## src/pcmtf_cfg.svh

```systemverilog
`ifndef PCMTF_CFG_SVH
`define PCMTF_CFG_SVH

// frame geometry
`define PCMTF_WORD_BITS      8
`define PCMTF_MINOR_WORDS    50
`define PCMTF_MAJOR_MINORS   16
`define PCMTF_MAJOR_RATE_HZ  10
`define PCMTF_LAST_WORD      6'h31
`define PCMTF_LAST_MINOR     4'hF

// pacing: bit rate follows from the major frame rate
`define PCMTF_CLK_HZ         125000000
`define PCMTF_BIT_RATE_HZ    (`PCMTF_MAJOR_RATE_HZ * `PCMTF_MAJOR_MINORS * `PCMTF_MINOR_WORDS * `PCMTF_WORD_BITS)
`define PCMTF_HALF_RATE_HZ   (2 * `PCMTF_BIT_RATE_HZ)

// fixed words and their positions (word index counts from 0)
`define PCMTF_SYNC1          8'hFA
`define PCMTF_SYNC2          8'hF3
`define PCMTF_SYNC3          8'h20
`define PCMTF_ID_WORD        6'h03
`define PCMTF_FIRST_DATA     6'h04

// commutation map
`define PCMTF_SUPER_A        6'h04
`define PCMTF_SUPER_B        6'h1B
`define PCMTF_SUPER_N        6'h04
`define PCMTF_COMM_A_END     6'h17
`define PCMTF_COMM_B         6'h1F
`define PCMTF_COMM_B_CHAN    8'h14
`define PCMTF_SUB80_WORD     6'h18
`define PCMTF_SUB80_BASE     8'h26
`define PCMTF_SUB40_WORD     6'h19
`define PCMTF_SUB40_BASE     8'h28
`define PCMTF_SUB20_WORD     6'h1A
`define PCMTF_SUB20_BASE     8'h2C
`define PCMTF_SUB10_WORD     6'h31
`define PCMTF_SUB10_BASE     8'h34

// converter transfer
`define PCMTF_LOW_MV         (-60)
`define PCMTF_MV_PER_COUNT   20
`define PCMTF_FULL_COUNT     8'hFF

// sample buffer
`define PCMTF_FIFO_DEPTH     16

`endif

```

## src/pcmtf_pkg.sv

```systemverilog
package pcmtf_pkg;
  typedef logic [7:0]         pcmtf_word_t;
  typedef logic signed [15:0] pcmtf_mv_t;
  typedef enum logic [1:0] {PCMTF_SLOT_SYNC, PCMTF_SLOT_ID, PCMTF_SLOT_DATA} pcmtf_slot_t;
endpackage

```

## src/pcmtf_fifo_if.sv

```systemverilog
`timescale 1ns/1ps
interface pcmtf_fifo_if #(parameter int W = 8);
  logic         in_valid;
  logic         in_ready;
  logic [W-1:0] in_data;
  logic         out_valid;
  logic         out_ready;
  logic [W-1:0] out_data;
  modport buf_side  (input in_valid, in_data, out_ready, output in_ready, out_valid, out_data);
  modport user_side (output in_valid, in_data, out_ready, input in_ready, out_valid, out_data);
endinterface

```

## src/pcmtf_fifo.sv

```systemverilog
`timescale 1ns/1ps
module pcmtf_fifo #(
  parameter int W     = 8,
  parameter int DEPTH = 16
) (
  input  wire logic         sys_clk,
  input  wire logic         resetn,
  pcmtf_fifo_if.buf_side    q
);
  localparam int AW = $clog2(DEPTH);

  logic [W-1:0] mem [DEPTH];
  logic [AW-1:0] wr_ptr;
  logic [AW-1:0] rd_ptr;
  logic [AW:0]   count;
  logic [AW:0]   next_count;
  logic          push;
  logic          pop;

  assign push       = q.in_valid && q.in_ready;
  assign pop        = q.out_valid && q.out_ready;
  assign next_count = count + (AW+1)'(push) - (AW+1)'(pop);
  assign q.out_valid = (count != '0);
  assign q.out_data  = mem[rd_ptr];

  // storage has no reset so it maps onto plain ram
  always_ff @(posedge sys_clk) begin
    if (push) begin
      mem[wr_ptr] <= q.in_data;
    end
  end

  // pointers and fill level
  always_ff @(posedge sys_clk or negedge resetn) begin
    if (!resetn) begin
      wr_ptr <= '0;
      rd_ptr <= '0;
      count  <= '0;
    end else begin
      if (push) begin
        wr_ptr <= AW'(wr_ptr + 1'b1);
      end
      if (pop) begin
        rd_ptr <= AW'(rd_ptr + 1'b1);
      end
      count <= next_count;
    end
  end

  // ready is registered so the source sees a clean level
  always_ff @(posedge sys_clk or negedge resetn) begin
    if (!resetn) begin
      q.in_ready <= 1'b0;
    end else begin
      q.in_ready <= (next_count != (AW+1)'(DEPTH));
    end
  end
endmodule

```

## src/pcmtf_top.sv

```systemverilog
`timescale 1ns/1ps
`include "pcmtf_cfg.svh"
// Overview of operation
// RULE_01: each telemetry word is exactly eight plain bits with no parity or sign bit.
// RULE_02: minor frames are exactly fifty words long and follow each other without gaps.
// RULE_03: sixteen minor frames form a major frame, then the sequence restarts at minor frame one.
// RULE_04: pacing is derived so that exactly ten major frames go out every second.
// RULE_05: words one to three of every minor frame are the sync patterns FA, F3 and 20 hex.
// RULE_06: word four carries the minor frame number, zero in the first and fifteen in the last.
// RULE_07: the minor frame number sits in the four low bits of its word.
// RULE_08: channels go once or twice per minor frame, or every 2, 4, 8 or 16 minor frames.
// RULE_09: an input at or below minus sixty millivolts converts to the all-zero count.
// RULE_10: an input above the top of the range saturates at the all-ones count.
// RULE_11: the stream leaves as biphase-level Manchester code at 64 kbit/s.
// RULE_12: the upper four bits of the minor frame number word are zero.
module pcmtf_top (
  input  wire logic                sys_clk,
  input  wire logic                resetn,
  input  wire logic                samp_valid,
  input  wire pcmtf_pkg::pcmtf_mv_t samp_mv,
  output wire logic                samp_ready,
  output logic                     chan_req_valid,
  output logic [7:0]               chan_req_id,
  output logic                     pcm_line,
  output logic                     word_strobe,
  output logic                     frame_start,
  output logic                     underrun
);
  import pcmtf_pkg::*;

  //////////////////////////////////////////////////////////////////////////////
  // helpers

  // where a word index falls inside the minor frame
  function automatic pcmtf_slot_t slot_of(input logic [5:0] w);
    if (w < `PCMTF_ID_WORD) begin
      return PCMTF_SLOT_SYNC;
    end else if (w == `PCMTF_ID_WORD) begin
      return PCMTF_SLOT_ID;
    end
    return PCMTF_SLOT_DATA;
  endfunction

  // channel carried by a data word in a given minor frame
  function automatic logic [7:0] chan_of(input logic [5:0] w, input logic [3:0] mf);
    logic [7:0] w8;
    w8 = {2'h0, w};
    if (w >= `PCMTF_SUPER_A && w < `PCMTF_SUPER_A + `PCMTF_SUPER_N) begin
      return 8'(w8 - {2'h0, `PCMTF_SUPER_A});
    end else if (w >= `PCMTF_SUPER_B && w < `PCMTF_SUPER_B + `PCMTF_SUPER_N) begin
      return 8'(w8 - {2'h0, `PCMTF_SUPER_B});
    end else if (w <= `PCMTF_COMM_A_END) begin
      return 8'(w8 - {2'h0, `PCMTF_SUPER_A});
    end else if (w == `PCMTF_SUB80_WORD) begin
      return 8'(`PCMTF_SUB80_BASE + {7'h00, mf[0]});
    end else if (w == `PCMTF_SUB40_WORD) begin
      return 8'(`PCMTF_SUB40_BASE + {6'h00, mf[1:0]});
    end else if (w == `PCMTF_SUB20_WORD) begin
      return 8'(`PCMTF_SUB20_BASE + {5'h00, mf[2:0]});
    end else if (w == `PCMTF_SUB10_WORD) begin
      return 8'(`PCMTF_SUB10_BASE + {4'h0, mf});
    end
    return 8'(w8 - {2'h0, `PCMTF_COMM_B} + `PCMTF_COMM_B_CHAN);
  endfunction

  // millivolts to an 8-bit count, clamped at both ends
  function automatic pcmtf_word_t convert(input pcmtf_mv_t mv);
    logic signed [17:0] shifted;
    logic [17:0]        q;
    shifted = 18'(mv) - 18'(`PCMTF_LOW_MV);
    q       = 18'(shifted / 18'(`PCMTF_MV_PER_COUNT));
    // RULE_09 low end clamp
    if (shifted <= 18'sh0) begin
      return 8'h00;
    // RULE_10 high end saturation
    end else if (q > 18'h000FF) begin
      return `PCMTF_FULL_COUNT;
    end
    return q[7:0];
  endfunction

  //////////////////////////////////////////////////////////////////////////////
  // sample intake: request walker, converter, buffer

  pcmtf_fifo_if #(.W(8)) buf_q ();

  logic [5:0] req_word;
  logic [3:0] req_minor;
  logic       accept;
  logic [5:0] next_req_word;
  logic [3:0] next_req_minor;
  pcmtf_word_t conv_word;

  assign conv_word      = convert(samp_mv);
  assign buf_q.in_valid = samp_valid && chan_req_valid;
  assign buf_q.in_data  = conv_word;
  assign samp_ready     = buf_q.in_ready;
  assign accept         = buf_q.in_valid && buf_q.in_ready;

  // walk the data slots only; sync and id words never come from the source
  always_comb begin
    next_req_word  = req_word;
    next_req_minor = req_minor;
    if (accept) begin
      if (req_word == `PCMTF_LAST_WORD) begin
        next_req_word  = `PCMTF_FIRST_DATA;
        next_req_minor = 4'(req_minor + 1'b1);
      end else begin
        next_req_word = 6'(req_word + 1'b1);
      end
    end
  end

  // RULE_08 channel request order
  always_ff @(posedge sys_clk or negedge resetn) begin
    if (!resetn) begin
      req_word       <= `PCMTF_FIRST_DATA;
      req_minor      <= 4'h0;
      chan_req_valid <= 1'b0;
      chan_req_id    <= 8'h00;
    end else begin
      req_word       <= next_req_word;
      req_minor      <= next_req_minor;
      chan_req_valid <= 1'b1;
      chan_req_id    <= chan_of(next_req_word, next_req_minor);
    end
  end

  pcmtf_fifo #(
    .W     (8),
    .DEPTH (`PCMTF_FIFO_DEPTH)
  ) u_buf (
    .sys_clk (sys_clk),
    .resetn  (resetn),
    .q       (buf_q)
  );

  //////////////////////////////////////////////////////////////////////////////
  // half-bit pacing

  logic [26:0] acc;
  logic [27:0] acc_sum;
  logic        tick;

  assign acc_sum = {1'b0, acc} + 28'(`PCMTF_HALF_RATE_HZ);

  // RULE_04 fractional divider
  // the clock is not a multiple of the bit rate, so a phase accumulator keeps the
  // long-term rate exact at the cost of one cycle of jitter per half bit
  always_ff @(posedge sys_clk or negedge resetn) begin
    if (!resetn) begin
      acc  <= 27'h0;
      tick <= 1'b0;
    end else if (acc_sum >= 28'(`PCMTF_CLK_HZ)) begin
      acc  <= 27'(acc_sum - 28'(`PCMTF_CLK_HZ));
      tick <= 1'b1;
    end else begin
      acc  <= acc_sum[26:0];
      tick <= 1'b0;
    end
  end

  //////////////////////////////////////////////////////////////////////////////
  // frame builder and line coder

  logic        half;
  logic [2:0]  bit_idx;
  logic [5:0]  word_idx;
  logic [3:0]  minor;
  pcmtf_word_t sh;
  logic        word_load;
  logic [5:0]  nw_idx;
  logic [3:0]  nw_minor;
  pcmtf_word_t next_word;

  // RULE_01 eight bits per word
  assign word_load = tick && half && (bit_idx == 3'h7);

  // RULE_02 gapless fifty-word frames
  // RULE_03 sixteen minors then restart
  always_comb begin
    nw_idx   = 6'(word_idx + 1'b1);
    nw_minor = minor;
    if (word_idx == `PCMTF_LAST_WORD) begin
      nw_idx   = 6'h00;
      nw_minor = 4'(minor + 1'b1);
    end
  end

  // pick the next word; an empty buffer sends zero rather than stall the line
  always_comb begin
    buf_q.out_ready = 1'b0;
    next_word       = 8'h00;
    case (slot_of(nw_idx))
      PCMTF_SLOT_SYNC: begin
        // RULE_05 sync pattern order
        case (nw_idx[1:0])
          2'h0:    next_word = `PCMTF_SYNC1;
          2'h1:    next_word = `PCMTF_SYNC2;
          default: next_word = `PCMTF_SYNC3;
        endcase
      end
      PCMTF_SLOT_ID: begin
        // RULE_06 minor frame number
        // RULE_07 number in low nibble
        // RULE_12 upper nibble zero
        next_word = {4'h0, nw_minor};
      end
      PCMTF_SLOT_DATA: begin
        buf_q.out_ready = word_load;
        next_word       = buf_q.out_valid ? buf_q.out_data : 8'h00;
      end
      default: begin
        next_word = 8'h00;
      end
    endcase
  end

  // bit and word sequencing
  always_ff @(posedge sys_clk or negedge resetn) begin
    if (!resetn) begin
      half     <= 1'b0;
      bit_idx  <= 3'h0;
      word_idx <= 6'h00;
      minor    <= 4'h0;
      sh       <= `PCMTF_SYNC1;
    end else if (tick) begin
      half <= ~half;
      if (half) begin
        if (bit_idx == 3'h7) begin
          bit_idx  <= 3'h0;
          word_idx <= nw_idx;
          minor    <= nw_minor;
          sh       <= next_word;
        end else begin
          bit_idx <= 3'(bit_idx + 1'b1);
          sh      <= {sh[6:0], 1'b0};
        end
      end
    end
  end

  // RULE_11 biphase-level coding
  // msb first: a one is high then low, a zero low then high, so every bit has a
  // mid-cell edge the receiver can lock to
  always_ff @(posedge sys_clk or negedge resetn) begin
    if (!resetn) begin
      pcm_line <= 1'b0;
    end else if (tick) begin
      pcm_line <= half ? ~sh[7] : sh[7];
    end
  end

  // framing markers and the sticky starvation flag
  always_ff @(posedge sys_clk or negedge resetn) begin
    if (!resetn) begin
      word_strobe <= 1'b0;
      frame_start <= 1'b0;
      underrun    <= 1'b0;
    end else begin
      word_strobe <= word_load;
      frame_start <= word_load && (nw_idx == 6'h00);
      if (word_load && slot_of(nw_idx) == PCMTF_SLOT_DATA && !buf_q.out_valid) begin
        underrun <= 1'b1;
      end
    end
  end

  //////////////////////////////////////////////////////////////////////////////
  // checks

  word_bits_a: assert property ( // RULE_01
    @(posedge sys_clk) disable iff (!resetn)
    (tick && half && bit_idx != 3'h7) |=> (word_idx == $past(word_idx)))
    else $error("word advanced before eight bits");

  frame_length_a: assert property ( // RULE_02
    @(posedge sys_clk) disable iff (!resetn)
    word_idx <= `PCMTF_LAST_WORD)
    else $error("word index past end of minor frame");

  minor_wrap_a: assert property ( // RULE_03
    @(posedge sys_clk) disable iff (!resetn)
    (word_load && word_idx == `PCMTF_LAST_WORD)
      |=> (word_idx == 6'h00 && minor == 4'($past(minor) + 1'b1)))
    else $error("minor frame did not advance at frame end");

  tick_spacing_a: assert property ( // RULE_04
    @(posedge sys_clk) disable iff (!resetn)
    tick |=> !tick [*8])
    else $error("half-bit ticks too close");

  sync_first_a: assert property ( // RULE_05
    @(posedge sys_clk) disable iff (!resetn)
    (word_load && nw_idx < `PCMTF_ID_WORD)
      |=> ((word_idx == $past(nw_idx)) &&
           (sh == ((word_idx == 6'h00) ? `PCMTF_SYNC1 :
                   (word_idx == 6'h01) ? `PCMTF_SYNC2 : `PCMTF_SYNC3))))
    else $error("sync word out of place");

  id_word_a: assert property ( // RULE_06
    @(posedge sys_clk) disable iff (!resetn)
    (word_load && nw_idx == `PCMTF_ID_WORD) |=> (sh == {4'h0, minor}))
    else $error("minor frame number word wrong");

  sub10_chan_a: assert property ( // RULE_08
    @(posedge sys_clk) disable iff (!resetn)
    (chan_req_valid && req_word == `PCMTF_SUB10_WORD)
      |-> (chan_req_id == 8'(`PCMTF_SUB10_BASE + {4'h0, req_minor})))
    else $error("slowest subcommutated channel mismatched");

  comm_chan_a: assert property ( // RULE_08
    @(posedge sys_clk) disable iff (!resetn)
    (chan_req_valid && req_word >= `PCMTF_FIRST_DATA && req_word <= `PCMTF_COMM_A_END)
      |-> (chan_req_id == {2'h0, 6'(req_word - `PCMTF_FIRST_DATA)}))
    else $error("once-per-frame channel mismatched");

  low_clamp_a: assert property ( // RULE_09
    @(posedge sys_clk) disable iff (!resetn)
    (samp_mv <= 16'sd0 - 16'sd60) |-> (conv_word == 8'h00))
    else $error("low input not converted to zero");

  high_clamp_a: assert property ( // RULE_10
    @(posedge sys_clk) disable iff (!resetn)
    (samp_mv > 16'sd5060) |-> (conv_word == `PCMTF_FULL_COUNT))
    else $error("high input not saturated");

  mid_edge_a: assert property ( // RULE_11
    @(posedge sys_clk) disable iff (!resetn)
    (tick && half) |=> (pcm_line != $past(pcm_line)))
    else $error("no mid-bit transition");
endmodule

```

## config.mk

```make
export PLATFORM = sky130hd
export DESIGN_NAME = pcmtf_top
export DESIGN_NICKNAME = d
export VERILOG_FILES = /design/src/pcmtf_pkg.sv /design/src/pcmtf_fifo_if.sv /design/src/pcmtf_fifo.sv /design/src/pcmtf_top.sv
export VERILOG_INCLUDE_DIRS = /design/src /design/src/src
export SDC_FILE = /design/constraint.sdc
export NUM_CORES = 1
export LEC_CHECK = 0
export ABC_CLOCK_PERIOD_IN_PS = 4500
export BUFFER_PORTS_ARGS = -buffer_cell sky130_fd_sc_hd__buf_2
export CORE_MARGIN = 3
export CORE_UTILIZATION = 30
export CTS_CLUSTER_SIZE = 12
export DETAILED_ROUTE_END_ITERATION = 8
export PLACE_DENSITY = 0.47
export RECOVER_POWER = 100
export SKIP_CTS_REPAIR_TIMING = 1
export SYNTH_ARGS = -nofsm -noshare
export SYNTH_HDL_FRONTEND = slang
export SYNTH_SLANG_ARGS = --single-unit
```

## constraint.sdc

```tcl
create_clock -name sys_clk -period 4.5 [get_ports sys_clk]
set_clock_uncertainty 0.15 [all_clocks]
set_input_delay 0.45 -clock sys_clk [delete_from_list [all_inputs] [get_ports sys_clk]]
set_output_delay 0.45 -clock sys_clk [all_outputs]
set_load 0.01 [all_outputs]
```

==> impl_metrics.env <==
export IMPL_cp_start_kind="input pin"
export IMPL_antenna_found_initial=0
export IMPL_numCtsBuffers=23
export IMPL_synth_seq_cells=209
export IMPL_design_area_um2=15500
export IMPL_avgSynthCellArea_um2=11.2
export IMPL_drt_total_wl_um=30100
export IMPL_place_area_um2=14300
export IMPL_layout_common_cells="buf_4, edfxtp_1, nor2_1, nand2_1, dfrtp_1"
export IMPL_layout_drive_gt1_share_pct=28.9
export IMPL_p_comb_share_pct=36.5
export IMPL_power_density_nw_per_um2=423
export IMPL_clk_pin_slew_ps=60
export IMPL_path_class="input pin to flip-flop"
export IMPL_synth_compound_area_share_pct=13.7
export IMPL_slowest_delay_ps=550
export IMPL_clockBufferDepth=3
export IMPL_synthArstFlopShare_pct=38.8
export IMPL_rows=72
export IMPL_synth_edff_count=128
export IMPL_p_leak_uw=0.00578
export IMPL_coreArea_um2=39100
export IMPL_htree_num_levels=1
export IMPL_grt_max_degree=57
export IMPL_violations="max-capacitance violations, max-slew violations, negative setup slack"
export IMPL_antenna_left=0
export IMPL_finalPower_uw=6550
export IMPL_nFillCells=3807
export IMPL_grt_usage_pct=13.8
export IMPL_yosysWarnings=0
export IMPL_final_seq_area_um2=5880
export IMPL_rsz0062_at_grt="true"
export IMPL_synth_top_area_share_pct=32.0
export IMPL_switching_power_uw=2150
export IMPL_io_pins=33
export IMPL_ys_types=94
export IMPL_max_freq_mhz=145
export IMPL_synth_adder_area_share_pct=4.31
export IMPL_vias=8989
export IMPL_dieArea_um2=42500
export IMPL_synth_top_family_by_area="simple AND/OR/NAND/NOR gates"
export IMPL_synthMuxAreaShare_pct=8.76
export IMPL_cts_tree="yes"
export IMPL_worstHoldStart="sh[2]"
export IMPL_wl_per_cell_um=16.6
export IMPL_hold_path_class="flip-flop to flip-flop"
export IMPL_grt_pass1_vias=8792
export IMPL_multi_input_area_um2=6330
export IMPL_slew_viol_final=84
export IMPL_finalSetupViolCount=128
export IMPL_utilization_pct=39.6
export IMPL_ir_drop_mv=0.199
export IMPL_cts_root_buf="clkbuf_16"
export IMPL_syn_to_final_growth_pct=28.7
export IMPL_sw_frac_of_total_pct=32.8
export IMPL_fp_dieW_um=206
export IMPL_finalHoldViolCount=0
export IMPL_first_pass_iters=7
export IMPL_holdPathStages=2
export IMPL_dr_first_iter_drc_count=524
export IMPL_synth_cell_area_um2=12000
export IMPL_antenna_cells=0
export IMPL_crit_fanout=16
export IMPL_final_common_cell="buf_4"
export IMPL_grt_ovfl_total=0
export IMPL_pwr_share_seq_pct=35.7
export IMPL_drv_cap=4
export IMPL_routed_via_density=4.97
export IMPL_gp_congestion=0.899
export IMPL_rrSetupSlack_ps=310
export IMPL_status="finished, violations left"
export IMPL_start_util_pct=30.7
export IMPL_synthSimpleGateAreaFrac_pct=14.1
export IMPL_syn_num_nets=1133
export IMPL_place_ws_ps=-3200
export IMPL_tightest_slew_ps=3100
export IMPL_synth_top_flop_cell="edfxtp_1"
export IMPL_dp_hpwl_um=20600
export IMPL_min_period_ps=6900
export IMPL_reg2reg_depth=13
export IMPL_p_int_uw=4400
export IMPL_post_route_drc_count=0
export IMPL_nets=1335
export IMPL_slowest_stage="or4_4"
export IMPL_endpoint_kind="flip-flop"
export IMPL_cp_required_ps=4590
export IMPL_io_buffers=32
export IMPL_worstHoldEndpoint="sh[2]"
export IMPL_fin_crit_sh_pct=153
export IMPL_crit_arrival_ps=6990
export IMPL_timing_slew_headroom_pct=-106
export IMPL_grt_pass1_wl_um=47300
export IMPL_ys_seq_area_share_pct=48.9
export IMPL_fin_ws_ps=-2400
export IMPL_yosys_top_cells_area="edfxtp_1, dfrtp_1, mux4_2"
export IMPL_synth_xor_area_share_pct=6.91
export IMPL_rr_endpoint="acc[19]"
export IMPL_die_y_um=206
export IMPL_synthCells=1074
export IMPL_reg2reg_from="acc[12]"
export IMPL_clkLatencyLatePin_ps=510
export IMPL_p_clk_share_pct=27.8
export IMPL_worstSetupStartpoint="samp_mv[4]"
export IMPL_synth_top_area_cell="edfxtp_1"
export IMPL_numClockSinks=209
[how the worst max path moves through the flow]
stage,end,slack (ps),cells past startpoint
after floorplan,u_buf.mem[0][0],-2670,28
after global placement,u_buf.mem[3][3],-3200,34
after detailed placement,u_buf.mem[0][0],-3200,34
after CTS,u_buf.mem[5][5],-2690,34
after global routing,u_buf.mem[12][1],-2750,33
final,u_buf.mem[5][5],-2400,34
[layer usage]
metal	routed length [µm]	vias to the layer above	share of wire [%]	GRT usage (%)
li1	-	4442	-	-
met1	13800	4357	46	19.0
met2	14900	166	49	23.8
met3	1050	24	3.5	1.20
met4	357	0	1.2	2.98
met5	0	-	0	0
[cells in the mapped netlist (5+ instances only)]
library cell,number
a31oi_1,11
nor2_1,100
mux4_2,40
o41ai_1,9
or3_1,6
xnor2_1,62
nand2_1,92
o21a_1,7
nor3_1,28
xor2_1,26
nand4_1,13
or4_1,8
dfstp_2,7
edfxtp_1,128
mux2i_1,5
dfrtp_1,74
a21o_1,8
nor2b_1,9
ha_1,39
clkbuf_1,25
buf_2,12
a32oi_1,5
nand3_1,29
o31ai_1,8
nor4_1,10
mux2_2,8
and3_1,8
inv_1,42
a221oi_1,7
o21ai_0,56
a21oi_1,54
nand2b_1,10
nor3b_1,6
buf_1,8
o21bai_1,5
a211oi_1,9
o211ai_1,5
[per-stage QoR]
step	setup TNS, ps	hold slack, ps	std cells
floorplan	-339000	4.41	1074
global placement	-408660	312	1754
detailed placement	-408490	316	1754
CTS	-342420	-125	1795
global route	-347320	359	1810
finish	-302490	326	1810
[registers in the layout, summed over array words and instances (netlist names)]
register	cells
u_buf.q.in_ready	1
u_buf.rd_ptr	4
acc	21
half	1
frame_start	1
chan_req_id	8
u_buf.mem	128
word_idx	6
u_buf.wr_ptr	4
bit_idx	3
word_strobe	1
minor	4
req_word	6
pcm_line	1
u_buf.count	5
tick	1
req_minor	4
sh	8
chan_req_valid	1
underrun	1
[power groups by stage]
stage | Clock (µW) | Combinational [µW] | Sequential, µW
final | 1820 | 2390 | 2340
after global routing | 1940 | 2640 | 2360
after CTS | 1860 | 2200 | 2340
after detailed placement | 0 | 2180 | 2380
after global placement | 0 | 2190 | 2380
after floorplan | 0 | 1350 | 2350
[layout make-up]
type	count	share of cell area (%)
repair buffers	224	11.1
inverters	43	1.08
flip-flops and latches	209	38.0
well taps	518	4.19
clock buffers	36	4.37
multi-input cells	775	40.9
clock inverters	5	0.340
[worst max-delay path, delay by kind of cell]
family,cells,cell delay (ps)
compound gates,13,2370
simple gates,9,2350
buf+inv,9,1370
xor+xnor,2,260
fa+ha+maj,1,170
[cells by family after synthesis]
logic type      Yosys count
simple gates            345
mux                      54
buf+inv                  93
xor+xnor                 91
fa+ha+maj                41
other cells               1
compound gates          240
flops                   209
Power figures use the tool's default switching activity.
